**src/crs_defines.svh**
```systemverilog
// constants for the chip reset sequencer
`ifndef CRS_DEFINES_SVH
`define CRS_DEFINES_SVH
`define CRS_CLK_HZ        40000000
`define CRS_PIN_DELAY_US  1600
`define CRS_PIN_DELAY_CYC ((`CRS_CLK_HZ / 1000000) * `CRS_PIN_DELAY_US)
`define CRS_SRC_DELAY_CYC 30
`define CRS_PIN_MIN_CYC   12
`define CRS_FLAG_PIN      0
`define CRS_FLAG_WDT      1
`define CRS_FLAG_SW       2
`define CRS_FLAG_RST      3'h1
`define CRS_CLKSEL_RST    1'h0
`endif

```
**src/crs_pkg.sv**
```systemverilog
// types of the chip reset sequencer
package crs_pkg;
    typedef enum logic [1:0] {
        CRS_HOLD_PIN,
        CRS_HOLD_SRC,
        CRS_RUN
    } crs_state_e;
    typedef logic [2:0] crs_flags_t;
endpackage : crs_pkg

```
**src/crs_sync_if.sv**
```systemverilog
// interface carrying the synchronised reset sources
`timescale 1ns/100ps
interface crs_sync_if;
    logic pin_low;
    logic src_req;
    modport prod (output pin_low, output src_req);
    modport cons (input pin_low, input src_req);
endinterface : crs_sync_if

```
**src/chip_reset_sequencer.sv**
```systemverilog
// top of the chip reset sequencer
`timescale 1ns/100ps
`include "crs_defines.svh"
module crs_chip_reset_sequencer
    import crs_pkg::*;
#(
    parameter int PIN_DELAY_CYC = `CRS_PIN_DELAY_CYC,
    parameter int SRC_DELAY_CYC = `CRS_SRC_DELAY_CYC
) (
    // clock and reset
    input  wire logic  sys_clk,
    input  wire logic  rstn,
    // reset sources
    input  wire logic  reset_pin_n,
    input  wire logic  watchdog_timer_reset,
    input  wire logic  core_sw_reset_request,
    // cause flags
    input  wire logic  reset_cause_clear,
    output logic [2:0] reset_cause_flags,
    // chip reset and clock select
    output logic       internal_reset_n,
    output logic       ext_clock_select
);
    // -----------------------------
    // local state
    // -----------------------------
    crs_sync_if  sync ();
    crs_state_e  state_q, state_d;
    logic [21:0] cnt_q, cnt_d;
    logic        rst_n_q, rst_n_d;
    crs_flags_t  flags_q, flags_d;
    logic [1:0]  wdt_dly_q, wdt_dly_d;
    logic [1:0]  raw_dly_q, raw_dly_d;
    logic        rst_out_q, rst_out_d;
    logic        clk_sel_q, clk_sel_d;
    logic        src_seen;
    logic        src_is_wdt;
    logic        raw_active;

    // -----------------------------
    // counter limits
    // -----------------------------
    // counter is 22 bits wide, so delays beyond about four million cycles do not fit
    localparam logic [21:0] PIN_LAST = 22'(PIN_DELAY_CYC - 1);
    localparam logic [21:0] SRC_LAST = 22'(SRC_DELAY_CYC - 1);

    // -----------------------------
    // helpers
    // -----------------------------
    // any raw source asking for reset; the pin is active low
    function automatic logic src_active(input logic pin_n, input logic wdt, input logic sw);
        return ~pin_n | wdt | sw;
    endfunction : src_active

    // one-hot cause word; pin over watchdog over core request
    function automatic crs_flags_t cause_flags(input logic from_pin, input logic from_wdt);
        crs_flags_t f;
        f = 3'h0;
        if (from_pin) begin
            f[`CRS_FLAG_PIN] = 1'b1;
        end else if (from_wdt) begin
            f[`CRS_FLAG_WDT] = 1'b1;
        end else begin
            f[`CRS_FLAG_SW] = 1'b1;
        end
        return f;
    endfunction : cause_flags

    // -----------------------------
    // source synchroniser
    // -----------------------------
    crs_sync u_sync (
        .sys_clk               (sys_clk),
        .rstn                  (rstn),
        .reset_pin_n           (reset_pin_n),
        .watchdog_timer_reset  (watchdog_timer_reset),
        .core_sw_reset_request (core_sw_reset_request),
        .sync                  (sync)
    );

    assign src_seen   = sync.src_req;
    assign src_is_wdt = wdt_dly_q[1];
    assign raw_active = src_active(reset_pin_n, watchdog_timer_reset, core_sw_reset_request);

    // -----------------------------
    // source delay lines
    // -----------------------------
    // watchdog bit rides beside the merged request, so the cause is read in the
    // same cycle as the request, even for a one-cycle pulse
    always_comb begin
        wdt_dly_d = {wdt_dly_q[0], watchdog_timer_reset};
        raw_dly_d = {raw_dly_q[0], raw_active};
    end

    always_ff @(posedge sys_clk or negedge rstn) begin
        if (!rstn) begin
            wdt_dly_q <= 2'h0;
            raw_dly_q <= 2'h3;
        end else begin
            wdt_dly_q <= wdt_dly_d;
            raw_dly_q <= raw_dly_d;
        end
    end

    // -----------------------------
    // sequencing
    // -----------------------------
    always_comb begin
        state_d = state_q;
        cnt_d   = cnt_q;
        rst_n_d = rst_n_q;
        unique case (state_q)
            CRS_HOLD_PIN: begin
                rst_n_d = 1'b0;
                if (sync.pin_low) begin
                    cnt_d = 22'h0;
                end else if (cnt_q >= PIN_LAST) begin
                    state_d = CRS_RUN;
                    rst_n_d = 1'b1;
                end else begin
                    cnt_d = cnt_q + 22'h1;
                end
            end
            CRS_HOLD_SRC: begin
                rst_n_d = 1'b0;
                if (sync.pin_low) begin
                    // a pin press inside a source hold still earns the full pin delay
                    state_d = CRS_HOLD_PIN;
                    cnt_d   = 22'h0;
                end else if (cnt_q >= SRC_LAST) begin
                    state_d = CRS_RUN;
                    rst_n_d = 1'b1;
                end else begin
                    cnt_d = cnt_q + 22'h1;
                end
            end
            CRS_RUN: begin
                cnt_d = 22'h0;
                if (sync.pin_low) begin
                    state_d = CRS_HOLD_PIN;
                    rst_n_d = 1'b0;
                end else if (src_seen) begin
                    state_d = CRS_HOLD_SRC;
                    rst_n_d = 1'b0;
                end
            end
        endcase
    end

    // -----------------------------
    // sequencing registers
    // -----------------------------
    // power-on reset counts as a pin reset
    always_ff @(posedge sys_clk or negedge rstn) begin
        if (!rstn) begin
            state_q <= CRS_HOLD_PIN;
            cnt_q   <= 22'h0;
            rst_n_q <= 1'b0;
        end else begin
            state_q <= state_d;
            cnt_q   <= cnt_d;
            rst_n_q <= rst_n_d;
        end
    end

    // -----------------------------
    // reset cause flags
    // -----------------------------
    // a new cause beats a clear in the same cycle; clears are refused in hold
    always_comb begin
        flags_d = flags_q;
        if (reset_cause_clear && rst_n_q) begin
            flags_d = 3'h0;
        end
        if (state_q == CRS_RUN) begin
            if (sync.pin_low) begin
                flags_d = cause_flags(1'b1, 1'b0);
            end else if (src_seen) begin
                flags_d = cause_flags(1'b0, src_is_wdt);
            end
        end
    end

    // flags survive warm resets so software can read the cause
    always_ff @(posedge sys_clk or negedge rstn) begin
        if (!rstn) begin
            flags_q <= `CRS_FLAG_RST;
        end else begin
            flags_q <= flags_d;
        end
    end

    // -----------------------------
    // outputs
    // -----------------------------
    // raw sources and their delayed copies hold reset low until the
    // synchronised state catches up, so a short pulse gives no glitch
    always_comb begin
        rst_out_d = rst_n_d & ~raw_active & ~raw_dly_q[0] & ~raw_dly_q[1];
        clk_sel_d = `CRS_CLKSEL_RST;
    end

    // clock select sits on the internal oscillator out of every reset
    always_ff @(posedge sys_clk or negedge rstn) begin
        if (!rstn) begin
            rst_out_q <= 1'b0;
            clk_sel_q <= `CRS_CLKSEL_RST;
        end else begin
            rst_out_q <= rst_out_d;
            clk_sel_q <= clk_sel_d;
        end
    end

    assign internal_reset_n  = rst_out_q;
    assign reset_cause_flags = flags_q;
    assign ext_clock_select  = clk_sel_q;
endmodule : crs_chip_reset_sequencer

```
**src/crs_sync.sv**
```systemverilog
// two-stage synchroniser of the reset sources
`timescale 1ns/100ps
module crs_sync
    import crs_pkg::*;
(
    // clock and reset
    input  wire logic sys_clk,
    input  wire logic rstn,
    // raw sources
    input  wire logic reset_pin_n,
    input  wire logic watchdog_timer_reset,
    input  wire logic core_sw_reset_request,
    // synchronised out
    crs_sync_if.prod  sync
);
    logic [1:0] pin_q, pin_d;
    logic [1:0] src_q, src_d;

    // -----------------------------
    // sync stages
    // -----------------------------
    always_comb begin
        pin_d = {pin_q[0], ~reset_pin_n};
        src_d = {src_q[0], watchdog_timer_reset | core_sw_reset_request};
    end

    // pin stages preset high: chip counts as held until the pin is seen high
    always_ff @(posedge sys_clk or negedge rstn) begin
        if (!rstn) begin
            pin_q <= 2'h3;
            src_q <= 2'h0;
        end else begin
            pin_q <= pin_d;
            src_q <= src_d;
        end
    end

    assign sync.pin_low = pin_q[1];
    assign sync.src_req = src_q[1];
endmodule : crs_sync

```
**config.mk**
```make
export PLATFORM = sky130hd
export DESIGN_NAME = crs_chip_reset_sequencer
export DESIGN_NICKNAME = d
export VERILOG_FILES = /design/src/crs_pkg.sv /design/src/crs_sync_if.sv /design/src/chip_reset_sequencer.sv /design/src/crs_sync.sv
export VERILOG_INCLUDE_DIRS = /design/src
export SDC_FILE = /design/constraint.sdc
export NUM_CORES = 1
export LEC_CHECK = 0
export ABC_AREA = 1
export CAP_MARGIN = 30
export CORE_UTILIZATION = 35
export CTS_BUF_LIST = sky130_fd_sc_hd__clkbuf_4 sky130_fd_sc_hd__clkbuf_8
export CTS_CLUSTER_DIAMETER = 50
export DETAILED_ROUTE_END_ITERATION = 10
export DONT_BUFFER_PORTS = 1
export GPL_TIMING_DRIVEN = 1
export SLEW_MARGIN = 5
export SYNTH_ARGS = -nofsm -noshare
export SYNTH_HDL_FRONTEND = slang
export SYNTH_HIERARCHICAL = 1
export SYNTH_SLANG_ARGS = --single-unit
```
**constraint.sdc**
```tcl
create_clock -name sys_clk -period 5.3 [get_ports sys_clk]
set_input_delay 0.265 -clock sys_clk [delete_from_list [all_inputs] [get_ports sys_clk]]
set_output_delay 0.265 -clock sys_clk [all_outputs]
set_load 0.05 [all_outputs]
```
==> results of run 1 <==
[layout make-up]
cell class              count  area (um2)
fillers                   736        4120
well taps                  96         120
flip-flops and latches     37         932
multi-input cells         277        1280
inverters                  47         179
repair buffers              4        50.0
clock buffers               5        68.8
clock inverters             3        46.3
[layout by cell type (no fill, tap or decap), drive strengths merged]
cell type      n
nand4         22
a21oi          1
clkbuf         5
o21bai         3
inv           46
o2111ai        1
nand3         26
conb           1
nor2          60
or2            2
dlygate4sd3    3
dfstp          5
and2           1
o21ai         25
clkinvlp       1
clkinv         2
nor3           2
ha             6
buf            1
bufinv         1
nand2        127
dfrtp         32
[path summary, 6_finish.rpt]
kind / to / slack, ps / from / cells after the start
max: cnt_q[17] / 3010 / cnt_q[0] / 12
min: u_sync/src_q[0] / 60 / core_sw_reset_request / 2
max reg2reg: cnt_q[17] / 3010 / cnt_q[0] / 12
min reg2reg: wdt_dly_q[1] / 350 / wdt_dly_q[0] / 0
max in group asynchronous: u_sync/pin_q[1] / 4640 / rstn / 2
min in group asynchronous: state_q[1] / 390 / rstn / 2
[flip-flops by register name, indices dropped and copies added (netlist names)]
name	flops
internal_reset_n	1
wdt_dly_q	2
state_q	2
u_sync/src_q	2
reset_cause_flags	3
rst_n_q	1
u_sync/pin_q	2
raw_dly_q	2
cnt_q	22
[through the flow]
step                total power, mW  cell area [um2]
floorplan                     0.310             2460
global placement              0.312             2510
detailed placement            0.313             2510
CTS                           0.578             2670
global route                  0.591             2670
finish                        0.570             2670
[power by group]
group,total (mW),switching (mW),internal (mW)
logic,0.0239,0.0169,0.00701
clock network,0.254,0.113,0.141
registers,0.292,0.00400,0.288
[per-layer routing]
metal  GRT usage [%]  vias up
met1            24.3     1012
met3            2.12        8
met2            26.9       31
met5               0        -
met4            6.06        0
li1                -     1179
[cells by family after synthesis]
| kind of cell | after synthesis | share of synthesized area, % |
|---|---|---|
| flops | 37 | 37.8 |
| other cells | 1 | 0.152 |
| fa+ha+maj | 6 | 3.05 |
| simple gates | 240 | 42.0 |
| compound gates | 30 | 6.70 |
| buf+inv | 59 | 10.3 |
==> results_tabular.tex, run 1 <==
\begin{tabular}{lr}
\hline
Metric & Value \\
\hline
\multicolumn{2}{l}{\textbf{Clock tree}} \\
Number of buffers inserted by post-CTS setup repair & 0 \\
Total CTS buffers & 5 \\
Clock tree from TritonCTS & done \\
Clock transition at the register clock pins on the worst setup and hold paths after CTS & 80 ps \\
Insertion delay of the later-clocked pin in the worst-skew pair & 300 ps \\
Clock tree root driver cell & clkbuf\_8 \\
Number of buffers between clock root and the deepest sink & 2 \\
CTS H-tree depth & 2 \\
Hold bufs inserted after CTS & 4 \\
Resized Gates After CTS & 0 \\
Sink count of the clock tree & 37 \\
\multicolumn{2}{l}{\textbf{Yosys}} \\
Post-synthesis sequential element count & 37 \\
Top cell types by occurrence after synthesis & nand2\_1, nor2\_1, inv\_1, dfrtp\_1, nand3\_1 \\
Most frequently used cell type in the post-synthesis netlist & nand2\_1 \\
Netlist area before placement & 2460 um2 \\
Post-synthesis sequential area ratio & 37.8\% \\
Number of synthesized flops with an enable pin & 0 \\
Share of flip-flops with an asynchronous set or reset & 100\% \\
Flip-flop cell with the highest count after synthesis & dfrtp\_1 \\
Avg Synthesized Cell Area & 6.60 um2 \\
Warning count from the yosys run & 6 \\
Largest cells by area after synthesis & dfrtp\_1, nand2\_1, nor2\_1, inv\_1, nand4\_1 \\
Fraction of post-synthesis cell area in the top cell type by area & 32.5\% \\
Net count of the mapped netlist & 385 \\
Count of unique library cells instantiated by Yosys & 30 \\
Cell type with the largest total area after synthesis & dfrtp\_1 \\
Gate Count Post-Synth & 373 \\
\multicolumn{2}{l}{\textbf{STA}} \\
Period utilization & 43.2\% \\
Final Hold Violating Endpoints & 0 \\
Max\_slew headroom & 47.7\% \\
Setup repair after global routing missed its margin & no \\
Clock skew & 10.3 ps \\
Setup TNS & 0 ps \\
Worst setup margin & 3010 ps \\
Setup Viol. Count Final & 0 \\
Final hold slack & 64.7 ps \\
Final count of pins violating max slew & 0 \\
Tightest Pin Transition & 784 ps \\
Fin crit period & 2290 ps \\
Fmax & 437 MHz \\
\multicolumn{2}{l}{\textbf{Run status}} \\
Status & finished, final reports clean \\
\multicolumn{2}{l}{\textbf{Floorplanning}} \\
I/O pins & 11 \\
Die span in x & 85.9 um \\
Die height & 85.9 um \\
Floorplan row count & 30 \\
Total core area & 6790 um2 \\
Area enclosed by the die boundary & 7380 um2 \\
Initial core utilization & 36.3\% \\
\multicolumn{2}{l}{\textbf{Power and ir drop}} \\
Power per unit of standard cell area & 213 nW/um2 \\
Maximum ir drop on the vdd rail & 0.0909 mV \\
LEAKAGE & 1.20 nW \\
\multicolumn{2}{l}{\textbf{Detailed routing}} \\
M1 wire length & 2860 um \\
Routed length on met3 & 168 um \\
Top routing layer in use & met4 \\
Detail Route Antenna Nets & 0 \\
Via density per instance & 4.75 \\
Drt wl/cell & 12.1 um \\
DRC violation count after routing & 0 \\
Number of iterations in the first detailed-routing pass & 4 \\
Met2 wirelength from detailed routing & 2560 um \\
First DRT Iteration DRCs & 138 \\
Final Routed Wirelength & 5670 um \\
Vias post-DR & 2230 \\
\multicolumn{2}{l}{\textbf{Finish}} \\
Net count of the finished layout & 384 \\
Utilization after layout & 39.4\% \\
Count of non-filler cells in the finished layout & 469 \\
Layout cells sized above 1 & 8.04\% \\
Synth-to-layout area growth & 8.53\% \\
Antenna diode count & 0 \\
\multicolumn{2}{l}{\textbf{Placed design}} \\
Estimated wirelength of the detail-placed design & 4250 um \\
Routability congestion estimate & 0.883 \\
Number of input and output port buffers inserted & 0 \\
Cell count after placement & 457 \\
DP Worst Slack & 3020 ps \\
\multicolumn{2}{l}{\textbf{Global routing}} \\
GRT Util Overall & 17.1\% \\
Largest net degree at the start of global routing & 41 \\
Global-route wire length before repair & 10000 um \\
Global-route congestion overflow total & 0 \\
Initial antenna violation count & 0 \\
Vias in the first global route & 2171 \\
\multicolumn{2}{l}{\textbf{Setup path}} \\
Data required, critical path & 5480 ps \\
Largest incremental delay on the critical path & 570 ps \\
CP dominant cell by count & nand2\_1 \\
Critical path startpoint category & register \\
Type of the setup path with the least slack & reg2reg \\
Largest fanout on the critical path & 40 \\
Cell chain of the critical path & ha\_1 -> nand2\_1 -> nor2\_4 -> nand2\_2 -> inv\_2 -> nand2\_1 -> nand3\_2 -> nand3\_2 -> nand2\_2 -> inv\_4 -> nand2\_1 -> nand2\_1 \\
Cell class contributing the biggest share of worst-path delay & simple AND/OR/NAND/NOR gates \\
Data arrival at the endpoint of the critical path & 2470 ps \\
Critical-path cell with the highest stage delay & nand2\_2 \\
Worst path buffer plus inverter count & 2 \\
Critical Path End Type & register \\
\multicolumn{2}{l}{\textbf{Hold path}} \\
Tightest Hold Check Type & in2reg \\
\multicolumn{2}{l}{\textbf{Run}} \\
Maximum Capacitance Violations & 0 \\
\hline
\end{tabular}
No activity file was read; power rests on OpenSTA's default activity.
==> run 2: changes to the inputs <==
- clock period: 5.3 -> 2.2 ns (I/O delays scaled with it)
==> results_tabular.tex, run 2 (synthesis gave the netlist of run 1 again) <==
\begin{tabular}{lr}
\hline
Metric & Value \\
\hline
\multicolumn{2}{l}{\textbf{Clock tree}} \\
CTS H-tree depth & 2 (unchanged) \\
Clock tree from TritonCTS & done (unchanged) \\
Total CTS buffers & 5 (unchanged) \\
Clock transition at the register clock pins on the worst setup and hold paths after CTS & 90 ps (was 80 ps) \\
Clock tree root driver cell & clkbuf\_8 (unchanged) \\
Sink count of the clock tree & 37 (unchanged) \\
Resized Gates After CTS & 0 (unchanged) \\
Insertion delay of the later-clocked pin in the worst-skew pair & 310 ps (was 300 ps) \\
Number of buffers between clock root and the deepest sink & 2 (unchanged) \\
Number of buffers inserted by post-CTS setup repair & 0 (unchanged) \\
\multicolumn{2}{l}{\textbf{Detailed routing}} \\
Via density per instance & 4.80 (was 4.75) \\
Vias post-DR & 2279 (was 2230) \\
Detail Route Antenna Nets & 0 (unchanged) \\
Number of iterations in the first detailed-routing pass & 4 (unchanged) \\
Final Routed Wirelength & 5940 um (was 5670 um) \\
DRC violation count after routing & 0 (unchanged) \\
Drt wl/cell & 12.5 um (was 12.1 um) \\
First DRT Iteration DRCs & 170 (was 138) \\
\multicolumn{2}{l}{\textbf{Setup path}} \\
Critical Path End Type & register (unchanged) \\
Data required, critical path & 2400 ps (was 5480 ps) \\
Cell chain of the critical path & ha\_1 -> nand2\_1 -> nor2\_4 -> nand2\_2 -> inv\_2 -> nand2\_1 -> nand3\_2 -> nand3\_2 -> nand2\_2 -> buf\_12 -> inv\_4 -> nand2\_1 -> nand2\_1 (was ha\_1 -> nand2\_1 -> nor2\_4 -> nand2\_2 -> inv\_2 -> nand2\_1 -> nand3\_2 -> nand3\_2 -> nand2\_2 -> inv\_4 -> nand2\_1 -> nand2\_1) \\
Critical-path cell with the highest stage delay & dfrtp\_1 (was nand2\_2) \\
CP dominant cell by count & nand2\_1 (unchanged) \\
Largest incremental delay on the critical path & 450 ps (was 570 ps) \\
Data arrival at the endpoint of the critical path & 2170 ps (was 2470 ps) \\
Cell class contributing the biggest share of worst-path delay & simple AND/OR/NAND/NOR gates (unchanged) \\
Type of the setup path with the least slack & reg2reg (unchanged) \\
Critical path startpoint category & register (unchanged) \\
Worst path buffer plus inverter count & 3 (was 2) \\
Largest fanout on the critical path & 40 (unchanged) \\
\multicolumn{2}{l}{\textbf{STA}} \\
Final Hold Violating Endpoints & 0 (unchanged) \\
Fin crit period & 1970 ps (was 2290 ps) \\
Setup Viol. Count Final & 0 (unchanged) \\
Period utilization & 89.5\% (was 43.2\%) \\
Setup TNS & 0 ps (unchanged) \\
Clock skew & 7.40 ps (was 10.3 ps) \\
Final hold slack & 246 ps (was 64.7 ps) \\
Final count of pins violating max slew & 0 (unchanged) \\
Setup repair after global routing missed its margin & no (unchanged) \\
Fmax & 508 MHz (was 437 MHz) \\
\multicolumn{2}{l}{\textbf{Global routing}} \\
Met3 usage & 3.27\% (was 2.12\%) \\
Initial antenna violation count & 0 (unchanged) \\
Global-route wire length before repair & 10300 um (was 10000 um) \\
GR peak layer & met2 (unchanged) \\
Grt met2 use & 27.8\% (was 26.9\%) \\
Met1 usage & 24.0\% (was 24.3\%) \\
Global-route congestion overflow total & 0 (unchanged) \\
Largest net degree at the start of global routing & 41 (unchanged) \\
GRT Util Overall & 17.8\% (was 17.1\%) \\
Vias in the first global route & 2184 (was 2171) \\
\multicolumn{2}{l}{\textbf{Hold path}} \\
Tightest Hold Check Type & in2async (was in2reg) \\
\multicolumn{2}{l}{\textbf{Floorplanning}} \\
I/O pins & 11 (unchanged) \\
Total core area & 6790 um2 (unchanged) \\
Die span in x & 85.9 um (unchanged) \\
Floorplan row count & 30 (unchanged) \\
Initial core utilization & 36.3\% (unchanged) \\
Area enclosed by the die boundary & 7380 um2 (unchanged) \\
Die height & 85.9 um (unchanged) \\
\multicolumn{2}{l}{\textbf{Power and ir drop}} \\
Power per unit of standard cell area & 511 nW/um2 (was 213 nW/um2) \\
LEAKAGE & 1.23 nW (was 1.20 nW) \\
Maximum ir drop on the vdd rail & 0.333 mV (was 0.0909 mV) \\
\multicolumn{2}{l}{\textbf{Run status}} \\
Status & finished, final reports clean (unchanged) \\
\multicolumn{2}{l}{\textbf{Finish}} \\
Number of flip-flops in the largest register & 22 (unchanged) \\
Largest reg by FF count & cnt\_q (unchanged) \\
Net count of the finished layout & 390 (was 384) \\
Synth-to-layout area growth & 11.1\% (was 8.53\%) \\
Layout cells sized above 1 & 8.97\% (was 8.04\%) \\
Antenna diode count & 0 (unchanged) \\
Commonest non-fill, non-tap cell in the layout & nand2\_1 (unchanged) \\
Most frequent cells in the layout & nand2\_1, nor2\_1, inv\_1, dfrtp\_1, nand3\_1 (unchanged) \\
\multicolumn{2}{l}{\textbf{Placed design}} \\
Estimated wirelength of the detail-placed design & 4310 um (was 4250 um) \\
Number of input and output port buffers inserted & 0 (unchanged) \\
Routability congestion estimate & 0.867 (was 0.883) \\
\multicolumn{2}{l}{\textbf{Run}} \\
Maximum Capacitance Violations & 0 (unchanged) \\
\hline
\end{tabular}
run 2: cell count changes in the layout (fill, tap and decap cells not counted), sizes merged:
| cell | delta |
|---|---|
| dlygate4sd3 | +2 |
| buf | +4 |
run 2: per-layer routing:
layer	share of wire, %	wire length [um]
met4	2.7	161
met5	0	0
met3	4.1	244
met1	49	2900
met2	44	2640
run 2: path summary, 6_finish.rpt:
| path | startpoint | end | slack [ps] | cells after the start |
|---|---|---|---|---|
| setup / recovery | cnt_q[0] | cnt_q[17] | 230 | 13 |
| hold / removal | rstn | state_q[1] | 250 | 2 |
| setup reg to reg | cnt_q[0] | cnt_q[17] | 230 | 13 |
| hold reg to reg | u_sync/pin_q[0] | u_sync/pin_q[1] | 360 | 0 |
| max in group asynchronous | rstn | raw_dly_q[1] | 1690 | 2 |
| min in group sys_clk | u_sync/pin_q[0] | u_sync/pin_q[1] | 360 | 0 |
run 2: power breakdown:
group / total, mW / leakage (nW) / switching (mW) / internal (mW)
clock: 0.631 / 0.0543 / 0.292 / 0.340
combinational: 0.0639 / 0.695 / 0.0434 / 0.0205
sequential: 0.704 / 0.480 / 0.0101 / 0.694
total: 1.40 / 1.23 / 0.345 / 1.05
run 2: through the flow:
stage | setup slack, ps | utilization [%] | total power, mW | cell area [um2] | instances
after floorplan | 506 | - | 0.746 | 2460 | 373
after global placement | 309 | 37.6 | 0.755 | 2550 | 461
after detailed placement | 253 | 37.6 | 0.756 | 2550 | 461
after CTS | 228 | 40.3 | 1.42 | 2740 | 475
after global routing | 62.6 | 40.3 | 1.45 | 2740 | 475
final | 231 | 40.3 | 1.40 | 2740 | 475
run 2: cell type report:
type                       count  area (um2)
fill                         733        4060
timing repair buffer          10         113
sequential                    37         932
multi-input combinational    277        1280
inverter                      47         179
clock buffer                   5        68.8
clock inverter                 3        46.3
tap                           96         120
run 2: what timing repair did:
| item | CTS | global route |
|---|---|---|
| hold endpoints to repair | 43 | 0 |
| endpoints found under the setup margin | 0 | 0 |
| hold buffers | 6 | 0 |
==> run 3: changes to the inputs <==
- RECOVER_POWER: not set -> 25
==> results_tabular.tex, run 3 (synthesis gave the netlist of run 1 again) <==
\begin{tabular}{lr}
\hline
Metric & Value \\
\hline
\multicolumn{2}{l}{\textbf{Setup path}} \\
Worst r2r path cells & 13 (unchanged) \\
Critical Path End Type & register (unchanged) \\
Cell class contributing the biggest share of worst-path delay & simple AND/OR/NAND/NOR gates (unchanged) \\
Data required, critical path & 2400 ps (about the same) \\
Worst flop-to-flop path endpoint & cnt\_q[18] (was cnt\_q[17]) \\
Critical path startpoint category & register (unchanged) \\
Minimum setup slack among reg-to-reg paths & 250 ps (was 230 ps) \\
Type of the setup path with the least slack & reg2reg (unchanged) \\
CP dominant cell by count & nand2\_1 (unchanged) \\
Critical-path cell with the highest stage delay & dfrtp\_1 (unchanged) \\
Cell chain of the critical path & ha\_1 -> nand2\_1 -> nor2\_4 -> nand2\_2 -> inv\_2 -> nand2\_1 -> nand3\_2 -> nand3\_2 -> nand2\_2 -> buf\_12 -> inv\_4 -> nand2\_1 -> nand2\_1 (unchanged) \\
Largest fanout on the critical path & 40 (unchanged) \\
Largest incremental delay on the critical path & 450 ps (about the same) \\
Data arrival at the endpoint of the critical path & 2150 ps (was 2170 ps) \\
Worst r2r src & cnt\_q[0] (unchanged) \\
Worst path buffer plus inverter count & 3 (unchanged) \\
\multicolumn{2}{l}{\textbf{Finish}} \\
Synth-to-layout area growth & 10.5\% (was 11.1\%) \\
Antenna diode count & 0 (unchanged) \\
Largest reg by FF count & cnt\_q (unchanged) \\
Final design area excluding fillers & 2720 um2 (was 2740 um2) \\
Count of non-filler cells in the finished layout & 475 (unchanged) \\
Layout cells sized above 1 & 8.97\% (unchanged) \\
Net count of the finished layout & 390 (unchanged) \\
Sequential cell area in the final layout & 932 um2 (unchanged) \\
Filler Cell Count & 734 (was 733) \\
Number of flip-flops in the largest register & 22 (unchanged) \\
Most frequent cells in the layout & nand2\_1, nor2\_1, inv\_1, dfrtp\_1, nand3\_1 (unchanged) \\
Commonest non-fill, non-tap cell in the layout & nand2\_1 (unchanged) \\
Multi-input gate area & 1280 um2 (unchanged) \\
\multicolumn{2}{l}{\textbf{Global routing}} \\
Global-route congestion overflow total & 0 (unchanged) \\
Global-route wire length before repair & 10300 um (unchanged) \\
Vias in the first global route & 2184 (unchanged) \\
GRT Util Overall & 17.8\% (unchanged) \\
Largest net degree at the start of global routing & 41 (unchanged) \\
Initial antenna violation count & 0 (unchanged) \\
\multicolumn{2}{l}{\textbf{STA}} \\
Final Hold Violating Endpoints & 0 (unchanged) \\
Setup Viol. Count Final & 0 (unchanged) \\
Fin crit period & 1950 ps (was 1970 ps) \\
Clock skew & 7.75 ps (was 7.40 ps) \\
Setup TNS & 0 ps (unchanged) \\
Final count of pins violating max slew & 0 (unchanged) \\
Setup repair after global routing missed its margin & no (unchanged) \\
Max\_slew headroom & 35.8\% \\
Fmax & 512 MHz (was 508 MHz) \\
Worst setup margin & 247 ps (was 231 ps) \\
Period utilization & 88.8\% (was 89.5\%) \\
Tightest Pin Transition & 963 ps \\
\multicolumn{2}{l}{\textbf{Hold path}} \\
Tightest Hold Check Type & reg2reg (was in2async) \\
Hold Startpoint & u\_sync/pin\_q[0] \\
End of the worst hold path & u\_sync/pin\_q[1] \\
Hold Crit Depth & 0 \\
\multicolumn{2}{l}{\textbf{Detailed routing}} \\
Detail Route Antenna Nets & 0 (unchanged) \\
Final Routed Wirelength & 5930 um (was 5940 um) \\
Top routing layer in use & met4 (unchanged) \\
Number of iterations in the first detailed-routing pass & 5 (was 4) \\
Vias post-DR & 2260 (was 2279) \\
First DRT Iteration DRCs & 145 (was 170) \\
Via density per instance & 4.76 (was 4.80) \\
Drt wl/cell & 12.5 um (about the same) \\
M1 wire length & 2920 um (was 2900 um) \\
DRC violation count after routing & 0 (unchanged) \\
Routed length on met3 & 266 um (was 244 um) \\
Met2 wirelength from detailed routing & 2590 um (was 2640 um) \\
\multicolumn{2}{l}{\textbf{Placed design}} \\
DP Worst Slack & 253 ps (unchanged) \\
Routability congestion estimate & 0.867 (unchanged) \\
Cell count after placement & 461 (unchanged) \\
Number of input and output port buffers inserted & 0 (unchanged) \\
Post-placement cell area & 2550 um2 (unchanged) \\
Estimated wirelength of the detail-placed design & 4310 um (unchanged) \\
\multicolumn{2}{l}{\textbf{Floorplanning}} \\
Die height & 85.9 um (unchanged) \\
Total core area & 6790 um2 (unchanged) \\
Initial core utilization & 36.3\% (unchanged) \\
Floorplan row count & 30 (unchanged) \\
Die span in x & 85.9 um (unchanged) \\
I/O pins & 11 (unchanged) \\
Area enclosed by the die boundary & 7380 um2 (unchanged) \\
\multicolumn{2}{l}{\textbf{Run}} \\
Maximum Capacitance Violations & 0 (unchanged) \\
\multicolumn{2}{l}{\textbf{Clock tree}} \\
Sink count of the clock tree & 37 (unchanged) \\
Number of buffers inserted by post-CTS setup repair & 0 (unchanged) \\
Insertion delay of the later-clocked pin in the worst-skew pair & 300 ps (was 310 ps) \\
Clock tree from TritonCTS & done (unchanged) \\
Number of buffers between clock root and the deepest sink & 2 (unchanged) \\
Clock tree root driver cell & clkbuf\_8 (unchanged) \\
CTS H-tree depth & 2 (unchanged) \\
Total CTS buffers & 5 (unchanged) \\
Clock transition at the register clock pins on the worst setup and hold paths after CTS & 80 ps (was 90 ps) \\
\multicolumn{2}{l}{\textbf{Power and ir drop}} \\
LEAKAGE & 1.22 nW (was 1.23 nW) \\
Maximum ir drop on the vdd rail & 0.330 mV (was 0.333 mV) \\
Power per unit of standard cell area & 512 nW/um2 (was 511 nW/um2) \\
Total Power Consumption & 1.39 mW (was 1.40 mW) \\
\multicolumn{2}{l}{\textbf{Run status}} \\
Status & finished, final reports clean (unchanged) \\
\hline
\end{tabular}
## run 3: changes by cell type in the layout (fill, tap and decap cells not counted), sizes merged
cell / change
buf: -1
clkbuf: +1
## run 3: layer usage
| layer | vias to the layer above | GRT usage, % |
|---|---|---|
| li1 | 1194 | - |
| met1 | 1013 | 24.0 |
| met2 | 42 | 27.8 |
| met3 | 11 | 3.27 |
| met4 | 0 | 7.73 |
| met5 | - | 0 |
## run 3: cell type report
class	count	area share (%)
clock buffers	5	2.53
clock inverters	3	1.70
inverters	47	6.57
multi-input cells	277	46.9
flip-flops and latches	37	34.3
well taps	96	4.41
repair buffers	10	3.59
## run 3: stage by stage
stage	hold slack (ps)	util (%)
after floorplan	-186	-
after global placement	-185	37.6
after detailed placement	-185	37.6
after CTS	249	40.3
after global routing	362	40.1
final	358	40.1
## run 3: worst max path at each step
stage	end	cells past startpoint	slack [ps]	startpoint
2_1_floorplan	cnt_q[17]	13	510	cnt_q[0]
3_3_place_gp	cnt_q[19]	13	310	cnt_q[0]
3_5_place_dp	cnt_q[21]	13	250	cnt_q[0]
4_1_cts	cnt_q[17]	13	230	cnt_q[0]
5_1_grt	cnt_q[19]	13	60	cnt_q[0]
6_report	cnt_q[18]	13	250	cnt_q[0]
## run 3: what timing repair did
action,CTS,global route
hold buffers,6,0
hold endpoints to repair,43,0
resized for setup,0,0
## run 3: where the power goes
group          total [mW]  internal (mW)  switching [mW]  leakage (nW)
clock network       0.629          0.340           0.290        0.0543
logic              0.0603         0.0173          0.0430         0.690
registers           0.704          0.694          0.0101         0.480
total                1.39           1.05           0.343          1.22
